**config.mk**
```make
export PLATFORM = sky130hd
export DESIGN_NAME = clk_rate_regs
export DESIGN_NICKNAME = d
export VERILOG_FILES = /design/src/clk_rate_pkg.sv /design/src/clk_rate_regs.sv /design/src/stamp_queue.sv
export SDC_FILE = /design/constraint.sdc
export NUM_CORES = 1
export LEC_CHECK = 0
export BUFFER_PORTS_ARGS = -buffer_cell sky130_fd_sc_hd__buf_4
export CORE_ASPECT_RATIO = 0.75
export CORE_MARGIN = 1
export CORE_UTILIZATION = 56
export CTS_CLUSTER_DIAMETER = 120
export DETAILED_ROUTE_END_ITERATION = 7
export PLACE_DENSITY = 0.75
export SYNTH_ARGS = -nofsm -noshare
export SYNTH_HDL_FRONTEND = slang
export SYNTH_SLANG_ARGS = --single-unit
```
**constraint.sdc**
```tcl
create_clock -name ref_clk -period 9.2 [get_ports ref_clk]
set_input_delay 0.46 -clock ref_clk [delete_from_list [all_inputs] [get_ports ref_clk]]
set_output_delay 0.46 -clock ref_clk [all_outputs]
set_load 0.1 [all_outputs]
```
**src/clk_rate_pkg.sv**
```systemverilog
// package: constants and carrier types for the clock rate, checksum and
// timestamp register block
// assumes a 20 MHz reference clock and a 5-bit register address space
package clk_rate_pkg;

  // ===========================================================
  // clocking
  localparam int REF_CLK_HZ    = 20_000_000;
  localparam int REF_PERIOD_NS = 1_000_000_000 / REF_CLK_HZ;
  localparam logic [63:0] NOM_STEP = 64'(REF_PERIOD_NS) << 32;
  localparam logic [29:0] NS_PER_SEC = 30'h3B9ACA00;

  // ===========================================================
  // register offsets
  localparam logic [4:0] RATE_LOW_ADDR  = 5'h18;
  localparam logic [4:0] RATE_HIGH_ADDR = 5'h19;
  localparam logic [4:0] RD_SUM_ADDR    = 5'h1A;
  localparam logic [4:0] WR_SUM_ADDR    = 5'h1B;
  localparam logic [4:0] TX_STAMP_ADDR  = 5'h1C;
  localparam logic [4:0] RX_STAMP_ADDR  = 5'h1D;

  // ===========================================================
  // fields and reset values
  localparam int RATE_DIR_BIT = 15;
  localparam int RATE_TMP_BIT = 14;
  localparam int RATE_HI_MSB  = 9;
  localparam logic [15:0] RATE_LOW_RST  = 16'h0000;
  localparam logic [15:0] RATE_HIGH_RST = 16'h0000;
  localparam logic [15:0] SUM_RST       = 16'h0000;
  localparam logic [2:0]  TX_LAST_WORD  = 3'h3;
  localparam logic [2:0]  RX_LAST_WORD  = 3'h5;
  localparam int STAMP_DEPTH = 4;

  // ===========================================================
  // carriers
  typedef struct packed {
    logic        rd;
    logic        wr;
    logic        ctl_frame;
    logic [4:0]  addr;
    logic [15:0] wdata;
  } reg_req_t;

  typedef struct packed {
    logic [31:0] sec;
    logic [29:0] ns;
  } stamp_t;

  typedef struct packed {
    logic [15:0] seq_id;
    logic [3:0]  msg_type;
    logic [11:0] src_hash;
  } rx_info_t;

  typedef struct packed {
    logic [1:0] ovf;
    stamp_t     ts;
  } tx_entry_t;

  typedef struct packed {
    logic [1:0] ovf;
    rx_info_t   info;
    stamp_t     ts;
  } rx_entry_t;

endpackage : clk_rate_pkg

```
**src/clk_rate_regs.sv**
```systemverilog
// file: rate adjust, page checksum and timestamp readout registers
// assumes a management front end delivering one register access per cycle
// Function
// - rate value is a signed period correction in units of 2^-32 ns
// - each reference cycle the clock advances nominal period plus or minus rate
// - host writes high then low; full rate loads on the low write
// - high register bits 9:0 give upper ten bits of 26-bit magnitude
// - direction bit 15 clear adds magnitude, set subtracts it
// - temporary bit 14 applies rate only for the programmed duration
// - high register bits 13:10 ignore writes and read zero
// - read sum is one's complement sum of all returned read data
// - reading the read sum clears it and is not added to it
// - write sum accumulates all write data, checksum registers included
// - reading the write sum clears it; returned value joins read sum
// - control frame accesses never add to sums but reads still clear
// - transmit stamp is four reads: ns low, ovf and ns high, sec low, high
// - second word top bits count dropped stamps, saturating at three
// - receive stamp adds sequence id then message type with source hash
// - transmit ready drops after read when no further stamp is queued
`timescale 1ns/1ps
module clk_rate_regs
  import clk_rate_pkg::*;
(
  input  wire logic                  ref_clk,
  input  wire logic                  rst,
  input  wire clk_rate_pkg::reg_req_t req,
  input  wire logic [15:0]           temporary_rate_duration,
  input  wire logic                  tx_capture,
  input  wire clk_rate_pkg::stamp_t  tx_capture_ts,
  input  wire logic                  rx_capture,
  input  wire clk_rate_pkg::stamp_t  rx_capture_ts,
  input  wire clk_rate_pkg::rx_info_t rx_capture_info,
  output logic [15:0]                rd_data_r,
  output logic                       rd_valid_r,
  output logic                       tx_stamp_ready_flag_r,
  output logic                       rx_stamp_ready_r,
  output logic [31:0]                time_sec_r,
  output logic [29:0]                time_ns_r
);
  import clk_rate_pkg::*;

  // ===========================================================
  // declarations
  logic [15:0] rate_low_reg_r;
  logic [15:0] rate_high_reg_r;
  logic [25:0] rate_magnitude_r;
  logic        rate_direction_r;
  logic        temporary_rate_enable_r;
  logic [15:0] tmp_cnt_r;
  logic        rate_on;
  logic [31:0] frac_r;
  logic [63:0] acc;
  logic [15:0] read_sum_value_r;
  logic [15:0] write_sum_value_r;
  logic [2:0]  tx_idx_r;
  logic [2:0]  rx_idx_r;
  logic [15:0] rd_val;
  logic        rd_hit;
  logic        tx_pop;
  logic        rx_pop;
  logic        tx_valid;
  logic        rx_valid;
  logic [63:0] tx_head_bits;
  logic [95:0] rx_head_bits;
  tx_entry_t   tx_head;
  rx_entry_t   rx_head;
  logic        low_wr;

  function automatic logic [15:0] ocadd(input logic [15:0] a,
                                        input logic [15:0] b);
    logic [16:0] s;
    s = {1'b0, a} + {1'b0, b};
    return s[15:0] + {15'h0, s[16]};
  endfunction : ocadd

  assign low_wr = req.wr && req.addr == RATE_LOW_ADDR;

  // ===========================================================
  // rate registers
  always_ff @(posedge ref_clk or posedge rst) begin
    if (rst) begin
      rate_low_reg_r  <= RATE_LOW_RST;
      rate_high_reg_r <= RATE_HIGH_RST;
    end else begin
      if (low_wr) rate_low_reg_r <= req.wdata;
      if (req.wr && req.addr == RATE_HIGH_ADDR) begin
        rate_high_reg_r <= {req.wdata[RATE_DIR_BIT:RATE_TMP_BIT], 4'h0,
                            req.wdata[RATE_HI_MSB:0]};
      end
    end
  end

  // the adjuster only sees a new rate once the low half arrives
  always_ff @(posedge ref_clk or posedge rst) begin
    if (rst) begin
      rate_magnitude_r        <= 26'h0;
      rate_direction_r        <= 1'b0;
      temporary_rate_enable_r <= 1'b0;
    end else if (low_wr) begin
      rate_magnitude_r <= {rate_high_reg_r[RATE_HI_MSB:0], req.wdata};
      rate_direction_r        <= rate_high_reg_r[RATE_DIR_BIT];
      temporary_rate_enable_r <= rate_high_reg_r[RATE_TMP_BIT];
    end
  end

  always_ff @(posedge ref_clk or posedge rst) begin
    if (rst) begin
      tmp_cnt_r <= 16'h0;
    end else if (low_wr) begin
      tmp_cnt_r <= temporary_rate_duration;
    end else if (temporary_rate_enable_r && tmp_cnt_r != 16'h0) begin
      tmp_cnt_r <= tmp_cnt_r - 16'h1;
    end
  end

  assign rate_on = !temporary_rate_enable_r || tmp_cnt_r != 16'h0;

  // ===========================================================
  // time clock
  always_comb begin
    acc = {2'h0, time_ns_r, frac_r} + NOM_STEP;
    if (rate_on) begin
      if (rate_direction_r) begin
        acc = acc - {38'h0, rate_magnitude_r};
      end else begin
        acc = acc + {38'h0, rate_magnitude_r};
      end
    end
  end

  always_ff @(posedge ref_clk or posedge rst) begin
    if (rst) begin
      frac_r     <= 32'h0;
      time_ns_r  <= 30'h0;
      time_sec_r <= 32'h0;
    end else begin
      frac_r <= acc[31:0];
      if (acc[63:32] >= {2'h0, NS_PER_SEC}) begin
        time_ns_r  <= acc[61:32] - NS_PER_SEC;
        time_sec_r <= time_sec_r + 32'h1;
      end else begin
        time_ns_r <= acc[61:32];
      end
    end
  end

  // ===========================================================
  // timestamp queues
  stamp_queue #(
    .W     ($bits(stamp_t)),
    .DEPTH (STAMP_DEPTH)
  ) u_tx_queue (
    .ref_clk    (ref_clk),
    .rst        (rst),
    .push       (tx_capture),
    .push_data  (tx_capture_ts),
    .pop        (tx_pop),
    .head_data  (tx_head_bits),
    .head_valid (tx_valid)
  );

  stamp_queue #(
    .W     ($bits(rx_info_t) + $bits(stamp_t)),
    .DEPTH (STAMP_DEPTH)
  ) u_rx_queue (
    .ref_clk    (ref_clk),
    .rst        (rst),
    .push       (rx_capture),
    .push_data  ({rx_capture_info, rx_capture_ts}),
    .pop        (rx_pop),
    .head_data  (rx_head_bits),
    .head_valid (rx_valid)
  );

  assign tx_head = tx_entry_t'(tx_head_bits);
  assign rx_head = rx_entry_t'(rx_head_bits);
  assign tx_pop  = req.rd && req.addr == TX_STAMP_ADDR && tx_valid &&
                   tx_idx_r == TX_LAST_WORD;
  assign rx_pop  = req.rd && req.addr == RX_STAMP_ADDR && rx_valid &&
                   rx_idx_r == RX_LAST_WORD;

  always_ff @(posedge ref_clk or posedge rst) begin
    if (rst) begin
      tx_idx_r <= 3'h0;
      rx_idx_r <= 3'h0;
    end else begin
      if (tx_pop) begin
        tx_idx_r <= 3'h0;
      end else if (req.rd && req.addr == TX_STAMP_ADDR && tx_valid) begin
        tx_idx_r <= tx_idx_r + 3'h1;
      end
      if (rx_pop) begin
        rx_idx_r <= 3'h0;
      end else if (req.rd && req.addr == RX_STAMP_ADDR && rx_valid) begin
        rx_idx_r <= rx_idx_r + 3'h1;
      end
    end
  end

  always_ff @(posedge ref_clk or posedge rst) begin
    if (rst) begin
      tx_stamp_ready_flag_r <= 1'b0;
      rx_stamp_ready_r      <= 1'b0;
    end else begin
      tx_stamp_ready_flag_r <= tx_valid;
      rx_stamp_ready_r      <= rx_valid;
    end
  end

  // ===========================================================
  // read data selection
  always_comb begin
    rd_val = 16'h0;
    rd_hit = 1'b1;
    case (req.addr)
      RATE_LOW_ADDR:  rd_val = rate_low_reg_r;
      RATE_HIGH_ADDR: rd_val = rate_high_reg_r;
      RD_SUM_ADDR:    rd_val = read_sum_value_r;
      WR_SUM_ADDR:    rd_val = write_sum_value_r;
      TX_STAMP_ADDR: begin
        if (tx_valid) begin
          case (tx_idx_r)
            3'h0:    rd_val = tx_head.ts.ns[15:0];
            3'h1:    rd_val = {tx_head.ovf, tx_head.ts.ns[29:16]};
            3'h2:    rd_val = tx_head.ts.sec[15:0];
            default: rd_val = tx_head.ts.sec[31:16];
          endcase
        end
      end
      RX_STAMP_ADDR: begin
        if (rx_valid) begin
          case (rx_idx_r)
            3'h0:    rd_val = rx_head.ts.ns[15:0];
            3'h1:    rd_val = {rx_head.ovf, rx_head.ts.ns[29:16]};
            3'h2:    rd_val = rx_head.ts.sec[15:0];
            3'h3:    rd_val = rx_head.ts.sec[31:16];
            3'h4:    rd_val = rx_head.info.seq_id;
            default: rd_val = {rx_head.info.msg_type,
                               rx_head.info.src_hash};
          endcase
        end
      end
      default: rd_hit = 1'b0;
    endcase
  end

  always_ff @(posedge ref_clk or posedge rst) begin
    if (rst) begin
      rd_data_r  <= 16'h0;
      rd_valid_r <= 1'b0;
    end else begin
      rd_valid_r <= req.rd;
      if (req.rd) rd_data_r <= rd_val;
    end
  end

  // ===========================================================
  // page checksums
  always_ff @(posedge ref_clk or posedge rst) begin
    if (rst) begin
      read_sum_value_r <= SUM_RST;
    end else if (req.rd && req.addr == RD_SUM_ADDR) begin
      read_sum_value_r <= SUM_RST;
    end else if (req.rd && rd_hit && !req.ctl_frame) begin
      read_sum_value_r <= ocadd(read_sum_value_r, rd_val);
    end
  end

  always_ff @(posedge ref_clk or posedge rst) begin
    if (rst) begin
      write_sum_value_r <= SUM_RST;
    end else if (req.rd && req.addr == WR_SUM_ADDR) begin
      write_sum_value_r <= SUM_RST;
    end else if (req.wr && !req.ctl_frame) begin
      write_sum_value_r <= ocadd(write_sum_value_r, req.wdata);
    end
  end

  // ===========================================================
  // checks
  rate_load_a: assert property (
    @(posedge ref_clk) disable iff (rst)
    low_wr |=> rate_magnitude_r ==
      {$past(rate_high_reg_r[RATE_HI_MSB:0]), $past(req.wdata)})
    else $error("rate not loaded on low write");

  high_rsvd_a: assert property (
    @(posedge ref_clk) disable iff (rst)
    (req.wr && req.addr == RATE_HIGH_ADDR) |=>
      rate_high_reg_r == ($past(req.wdata) & 16'hC3FF))
    else $error("rate high store or reserved bits wrong");

  rate_dir_a: assert property (
    @(posedge ref_clk) disable iff (rst)
    (rate_on && !low_wr) |=> frac_r == ($past(rate_direction_r) ?
      $past(frac_r) - {6'h0, $past(rate_magnitude_r)} :
      $past(frac_r) + {6'h0, $past(rate_magnitude_r)}))
    else $error("fraction step does not follow rate direction");

  rd_sum_clear_a: assert property (
    @(posedge ref_clk) disable iff (rst)
    (req.rd && req.addr == RD_SUM_ADDR) |=> read_sum_value_r == 16'h0)
    else $error("read sum not cleared by its read");

  wr_sum_clear_a: assert property (
    @(posedge ref_clk) disable iff (rst)
    (req.rd && req.addr == WR_SUM_ADDR) |=> write_sum_value_r == 16'h0)
    else $error("write sum not cleared by its read");

  wr_sum_add_a: assert property (
    @(posedge ref_clk) disable iff (rst)
    (req.wr && !req.rd && !req.ctl_frame) |=>
      write_sum_value_r == ocadd($past(write_sum_value_r), $past(req.wdata)))
    else $error("write sum not accumulated");

  ctl_no_sum_a: assert property (
    @(posedge ref_clk) disable iff (rst)
    (req.ctl_frame && req.addr != RD_SUM_ADDR && req.addr != WR_SUM_ADDR)
      |=> $stable(read_sum_value_r) && $stable(write_sum_value_r))
    else $error("control frame access changed a sum");

  tx_word_a: assert property (
    @(posedge ref_clk) disable iff (rst)
    tx_pop |=> tx_idx_r == 3'h0 ##1 (tx_valid || !tx_stamp_ready_flag_r))
    else $error("transmit index or ready wrong after last word");

endmodule : clk_rate_regs

```
**src/stamp_queue.sv**
```systemverilog
// file: small timestamp queue with saturating drop count per entry
// assumes push and pop come from logic on the same clock
`timescale 1ns/1ps
module stamp_queue #(
  parameter int W     = 62,
  parameter int DEPTH = 4
) (
  input  wire logic           ref_clk,
  input  wire logic           rst,
  input  wire logic           push,
  input  wire logic [W-1:0]   push_data,
  input  wire logic           pop,
  output logic      [W+1:0]   head_data,
  output logic                head_valid
);
  localparam int AW = $clog2(DEPTH);

  logic [W+1:0]  mem [DEPTH];
  logic [AW-1:0] wr_ptr_r;
  logic [AW-1:0] rd_ptr_r;
  logic [AW:0]   count_r;
  logic [1:0]    drop_r;
  logic          push_ok;
  logic          pop_ok;

  assign push_ok    = push && (count_r != (AW+1)'(DEPTH));
  assign pop_ok     = pop && (count_r != '0);
  assign head_data  = mem[rd_ptr_r];
  assign head_valid = (count_r != '0);

  // drops counted since the last stored entry ride in the top two bits
  always_ff @(posedge ref_clk) begin
    if (push_ok) begin
      mem[wr_ptr_r] <= {drop_r, push_data};
    end
  end

  always_ff @(posedge ref_clk or posedge rst) begin
    if (rst) begin
      drop_r <= 2'h0;
    end else if (push_ok) begin
      drop_r <= 2'h0;
    end else if (push && drop_r != 2'h3) begin
      drop_r <= drop_r + 2'h1;
    end
  end

  always_ff @(posedge ref_clk or posedge rst) begin
    if (rst) begin
      wr_ptr_r <= '0;
      rd_ptr_r <= '0;
      count_r  <= '0;
    end else begin
      if (push_ok) wr_ptr_r <= wr_ptr_r + AW'(1);
      if (pop_ok) rd_ptr_r <= rd_ptr_r + AW'(1);
      count_r <= count_r + (AW+1)'(push_ok) - (AW+1)'(pop_ok);
    end
  end

endmodule : stamp_queue

```
==> results of run 1 <==
[worst max path at each step]
| stage | to | depth (start not counted) |
|---|---|---|
| floorplan | frac_r[0] | 1 |
| global placement | read_sum_value_r[15] | 26 |
| detailed placement | read_sum_value_r[15] | 26 |
| CTS | read_sum_value_r[15] | 26 |
| global route | time_ns_r[18] | 21 |
| finish | time_ns_r[18] | 22 |
[power groups by stage]
| stage | combinational, mW | clock, mW | sequential, mW |
|---|---|---|---|
| after floorplan | 3.66 | 0 | 6.19 |
| after detailed placement | 5.84 | 0 | 5.74 |
| after CTS | 5.95 | 3.58 | 5.69 |
| final | 6.05 | 3.56 | 5.70 |
| after global routing | 6.50 | 3.74 | 5.78 |
| after global placement | 5.72 | 0 | 5.68 |
[cell usage after synthesis (18+ instances only)]
master      n  area share, %
nand4_1    52           0.77
edfxtp_1  640             46
buf_2      38           0.45
mux4_2    160            8.6
clkbuf_1  100           0.89
nand2_1   295            2.6
and2_1     19           0.28
a211oi_1   18           0.32
mux2_2     38            1.0
a21oi_1   157            1.9
a21o_1     43           0.77
xor2_1     95            2.0
o21ai_0   169            2.0
inv_1      86           0.77
xnor2_1   132            2.7
nor3_1     52           0.62
a22oi_1    37           0.66
a221oi_1   43           0.90
o21bai_1   18           0.32
buf_1      18           0.16
nor2b_1    18           0.27
nand3_1    76           0.90
ha_1      129            3.8
nor2_1    127            1.1
a31o_2     18           0.37
dfrtp_1   225             13
and3_1     40           0.60
nor4_1     20           0.30
[cell families after synthesis]
family | Yosys count | synth area share, %
DFF | 865 | 59.1
and+or+nand+nor | 774 | 8.87
AOI/OAI and AO/OA | 679 | 10.9
buffers and inverters | 252 | 2.43
xor gates and xnor gates | 227 | 4.73
muxes | 210 | 9.89
adders and majority gates | 134 | 4.08
[what timing repair did]
action                                 4_1_cts  5_1_grt
endpoints found under the hold margin      694        0
resized for setup                            0        0
hold buffers                               163        0
[layer usage]
metal	track usage, %	routed length [um]	share of wire, %	up-vias
met5	0	74	0.062	-
met4	8.02	2670	2.2	12
met3	7.82	11400	9.6	198
met2	48.3	54900	46	1471
met1	44.5	49900	42	14902
li1	-	-	-	12902
[state kept, by name (all words and copies together) (netlist names), 3 cells and up]
register,cells
tmp_cnt_r,16
rx_idx_r,3
u_rx_queue.mem,384
u_rx_queue.count_r,3
rd_data_r,16
u_tx_queue.mem,256
rate_low_reg_r,15
rate_high_reg_r,12
write_sum_value_r,16
read_sum_value_r,16
rate_magnitude_r,11
tx_idx_r,3
u_tx_queue.count_r,3
time_ns_r,30
frac_r,32
time_sec_r,32
[area by class of cell]
class	count	area [sq um]	area share [%]
inverters	87	334	0.675
diodes	7	17.5	0.0354
well taps	968	1210	2.45
clock buffers	113	2320	4.69
multi-input cells	2024	16200	32.8
clock inverters	44	509	1.03
flip-flops and latches	865	24900	50.2
repair buffers	481	4020	8.12
[cells in the final DEF (no fill, tap or decap), types with 19 or more instances in the layout]
cell / n
o21ai_0: 169
buf_4: 318
nor3_1: 49
xnor2_1: 132
a22oi_1: 37
clkbuf_1: 20
xor2_1: 95
nor2_1: 127
mux4_2: 160
dfrtp_1: 221
a221oi_1: 43
ha_1: 129
nand3_1: 76
nand2_1: 295
inv_1: 85
a21o_1: 43
a21oi_1: 157
edfxtp_1: 640
nand4_1: 52
clkbuf_16: 86
and3_1: 31
mux2_2: 38
and2_1: 19
dlygate4sd3_1: 163
[critical path: cells and delay by family (launching register included)]
family | cells | cell delay (ns)
adder cells (fa/ha/maj) | 2 | 0.58
buffers and inverters | 1 | 0.38
XOR/XNOR | 1 | 0.11
AND/OR/NAND/NOR | 6 | 2.29
multiplexers | 2 | 0.46
AO/OA/AOI/OAI | 10 | 3.02
flip-flops | 1 | 0.45
==> results.json, run 1 <==
{
  "cts_buffer_depth": 3,
  "crit_path_end_kind": "flop",
  "cp_slowest_cell": "a211oi_1",
  "regToRegSetupSlack_ns": 1.76,
  "drc": 0,
  "whs_ns": 0.0246,
  "p_sw_share_pct": 39.6,
  "status": "finished, final reports clean",
  "ff2ff_path_depth": 22,
  "p_sw_mw": 6.07,
  "dp_cells": 4262,
  "overflow": 0,
  "cts_tree": "done",
  "grt_pass1_vias": 29352,
  "pre_cts_slack_ns": 2.01,
  "n_fill_cell": 5096,
  "p_seq_share_pct": 37.3,
  "clkLatencyLatePin_ns": 0.66,
  "cap_violations": 0,
  "synth_area_per_cell_sq_um": 13.4,
  "final.setup.tns_ns": 0,
  "clock.fmax_ghz": 0.134,
  "nets": 3877,
  "netlist_instances": 3141,
  "fin_skew_ns": 0.0251,
  "ys_seq_area_share_pct": 59.1,
  "gp_congestion": 1.02,
  "drt_first_pass_iters": 7,
  "slew_headroom_pct": 23.1,
  "routed_wirelength_um": 119000,
  "report.final.slew_viol_count": 0,
  "crit_fanout": 18,
  "start_util_pct": 56.9,
  "grt.total_usage_pct": 31.2,
  "r2r-start": "rate_low_reg_r[12]",
  "grt_pass1_wl_um": 180000,
  "r2r_end": "time_ns_r[18]",
  "ys_warn_count": 0,
  "crit_required_ns": 9.76,
  "hold_class": "in -> reg",
  "final_util_pct": 67.0,
  "die_w_um": 318,
  "p_int_mw": 9.24,
  "startpoint_type": "flop",
  "ys_async_sr_fraction_pct": 26.0,
  "core_region_area_sq_um": 73900,
  "power.density_nw_per_um2": 309,
  "crit_type": "reg -> reg",
  "setup_violations": 0,
  "final_antenna_net_count": 0,
  "vias": 29485,
  "cp_cell_sequence": "or4_1, nor3_2, and3_1, nand2_1, nor2b_1, ha_1, mux2i_1, ha_1, a21oi_1, o21ai_0, a21oi_1, o31ai_1, a211oi_1, o211ai_1, mux2_2, or3_1, o21ai_2, a21boi_0, a21boi_2, buf_4, o21ba_2, xnor2_1",
  "power_mw": 15.3,
  "numPortBuffers": 280,
  "htreeDepth": 3,
  "crit_arrival_ns": 8.00,
  "die_h_um": 239,
  "drt_iter0_markers": 3559,
  "cts_root_buf": "clkbuf_16",
  "routed_via_density": 6.43,
  "dieArea_sq_um": 76200,
  "area_growth_pct": 17.8,
  "fin_ws_ns": 1.76,
  "hold_viol": 0,
  "synth_nets": 3475,
  "rsz0062_at_grt": "false",
  "path_clk_slew_ns": 0.07,
  "place_area_sq_um": 45000,
  "clkPwrFrac_pct": 23.3,
  "pin_count": 281,
  "crit_start": "rate_low_reg_r[12]",
  "ys.flop_type": "edfxtp_1",
  "cts_setup_buffers": 0,
  "peakVddDrop_v": 0.000205,
  "p_leak_nw": 18.6,
  "yosysUniqueCellTypes": 87,
  "grt_start_max_net_pins": 86,
  "timing.final.crit_share_pct": 80.9,
  "dpl.hpwl_um": 79300,
  "min_to": "u_tx_queue.mem[2][16]",
  "synth_area_sq_um": 42000,
  "combPwrFrac_pct": 39.5,
  "worst_slew_pin_slew_ns": 1.15,
  "holdPathStages": 1,
  "ys_ff_latch": 865,
  "clkSinkCount": 865,
  "min_period_ns": 7.44,
  "row_count": 86,
  "critPathMaxStageDelay_ns": 0.86,
  "numCtsBuffers": 84,
  "synth_enable_flop_cells": 640,
  "hold_start": "tx_capture_ts[16]",
  "wl_per_cell_um": 25.9,
  "antenna_found_initial": 13,
  "final_cell_area_sq_um": 49500,
  "drive_gt1_share_pct": 19.8,
  "stdcell_count": 4589
}
Power figures use the tool's default switching activity.
==> run 2, diff against run 1 <==
Clock period 9.2 ns to 7.7 ns, I/O delays scaled along.
==> results.json, run 2 (synthesis results as in run 1) <==
{
  "status": "finished, final reports clean",
  "hold_class": "in -> reg",
  "crit_required_ns": 8.21,
  "cts_tree": "done",
  "overflow": 0,
  "final.setup.tns_ns": 0,
  "die_h_um": 239,
  "grt_pass1_wl_um": 180000,
  "dpl.hpwl_um": 79600,
  "fin_skew_ns": 0.0412,
  "p_sw_mw": 7.19,
  "numPortBuffers": 280,
  "slew_headroom_pct": 30.2,
  "mostFrequentLayoutCells": "640 x edfxtp_1, 322 x buf_4, 295 x nand2_1",
  "htreeDepth": 3,
  "antenna_found_initial": 13,
  "drive_gt1_share_pct": 19.7,
  "report.final.slew_viol_count": 0,
  "combPwrFrac_pct": 39.7,
  "p_sw_share_pct": 39.9,
  "crit_type": "reg -> reg",
  "cts_buffer_depth": 3,
  "drt_iter0_markers": 3547,
  "row_count": 86,
  "power.density_nw_per_um2": 364,
  "p_int_mw": 10.8,
  "gp_congestion": 1.00,
  "clock.fmax_ghz": 0.145,
  "r2r-start": "rx_idx_r[2]",
  "grt_start_max_net_pins": 123,
  "setup_violations": 0,
  "grt.total_usage_pct": 31.1,
  "hold_viol": 0,
  "place_area_sq_um": 45100,
  "wl_per_cell_um": 25.7,
  "routed_via_density": 6.44,
  "reg_top3": "u_rx_queue.mem: 384 flops, u_tx_queue.mem: 256 flops",
  "area_growth_pct": 17.9,
  "worst_slew_pin_slew_ns": 1.05,
  "grt_pass1_vias": 29383,
  "clkLatencyLatePin_ns": 0.67,
  "final_antenna_net_count": 0,
  "start_util_pct": 56.9,
  "hold_buffers": 176,
  "final_cell_area_sq_um": 49600,
  "p_seq_share_pct": 37.8,
  "crit_path_end_kind": "flop",
  "startpoint_type": "flop",
  "drc": 0,
  "nets": 3896,
  "clkSinkCount": 865,
  "clkPwrFrac_pct": 22.5,
  "cts_root_buf": "clkbuf_16",
  "pin_count": 281,
  "crit_fanout": 22,
  "core_region_area_sq_um": 73900,
  "post_cts_resized": 0,
  "crit_start": "rx_idx_r[2]",
  "peakVddDrop_v": 0.000228,
  "routed_wirelength_um": 118000,
  "hold_start": "req[12]",
  "min_period_ns": 6.87,
  "drt_first_pass_iters": 6,
  "top_register": "u_rx_queue.mem",
  "cts_setup_buffers": 0,
  "numCtsBuffers": 84,
  "final_common_cell": "edfxtp_1",
  "timing.final.crit_share_pct": 89.3,
  "crit_arrival_ns": 7.38,
  "die_w_um": 318,
  "p_leak_nw": 18.6,
  "vias": 29677,
  "path_clk_slew_ns": 0.06,
  "rsz0062_at_grt": "false",
  "dieArea_sq_um": 76200,
  "cap_violations": 0,
  "largest_reg_flops": 384
}
run 2: cell count changes in the layout (fill, tap and decap cells not counted), sizes merged:
cell         change
clkinv           +4
clkbuf           -3
diode            -1
inv              +1
clkinvlp         +1
dlygate4sd3     +13
buf              +6
bufinv           -5
run 2: metrics by stage:
stage	hold WS, ns	instances	setup slack [ns]	power, mW	utilization (%)
5_1_grt	0.0102	4603	0.419	18.9	67.0
3_5_place_dp	0.472	4268	1.08	13.8	61.0
4_1_cts	0.00156	4599	1.03	17.9	67.0
6_report	0.0404	4605	0.826	18.0	67.0
3_3_place_gp	0.459	4268	1.21	13.6	61.0
2_1_floorplan	0.416	3141	1.15	11.8	-
run 2: layout make-up:
cell class	count	area [sq um]
repair buffers	500	4220
fillers	5034	24400
well taps	968	1210
multi-input cells	2024	16200
clock inverters	45	410
flip-flops and latches	865	24900
inverters	87	334
clock buffers	110	2270
diodes	6	15.0
run 2: power by group through the flow:
stage               combinational, mW  clock (mW)  sequential [mW]
finish                           7.17        4.05             6.82
global route                     7.71        4.27             6.90
CTS                              7.06        4.08             6.79
detailed placement               6.94           0             6.86
global placement                 6.81           0             6.78
floorplan                        4.37           0             7.40
run 2: final timing paths:
check / end / slack [ns] / depth (start not counted)
min: rate_low_reg_r[12] / 0.04 / 2
min reg2reg: time_sec_r[31] / 0.48 / 1
max reg2reg: read_sum_value_r[15] / 0.83 / 27
max: read_sum_value_r[15] / 0.83 / 27
min in group asynchronous: time_sec_r[16] / 0.39 / 3
max in group asynchronous: frac_r[23] / 5.74 / 4
run 2: routing by layer:
metal	routed length, um	track usage (%)
met2	54800	48.2
met1	49700	45.0
met3	11300	7.13
met4	2640	7.35
met5	54	0
run 2: critical path, cell delays in order (launching register included):
cell      delay [ns]
dfrtp_1         0.70
inv_1           0.21
ha_1            0.81
nor4_2          0.15
buf_4           0.23
a221o_1         0.34
a221oi_1        0.52
o221ai_1        0.28
ha_1            0.38
a21o_1          0.19
a21oi_1         0.21
o21bai_1        0.12
a21o_1          0.21
a21oi_1         0.30
o21ai_0         0.17
nand2_1         0.09
a21oi_1         0.09
and2_1          0.17
o21ai_0         0.16
nand2b_1        0.11
ha_1            0.23
and3_1          0.19
and2_1          0.20
and2_1          0.17
nand4_1         0.10
xor2_1          0.17
xnor2_1         0.13
o21ai_0         0.08
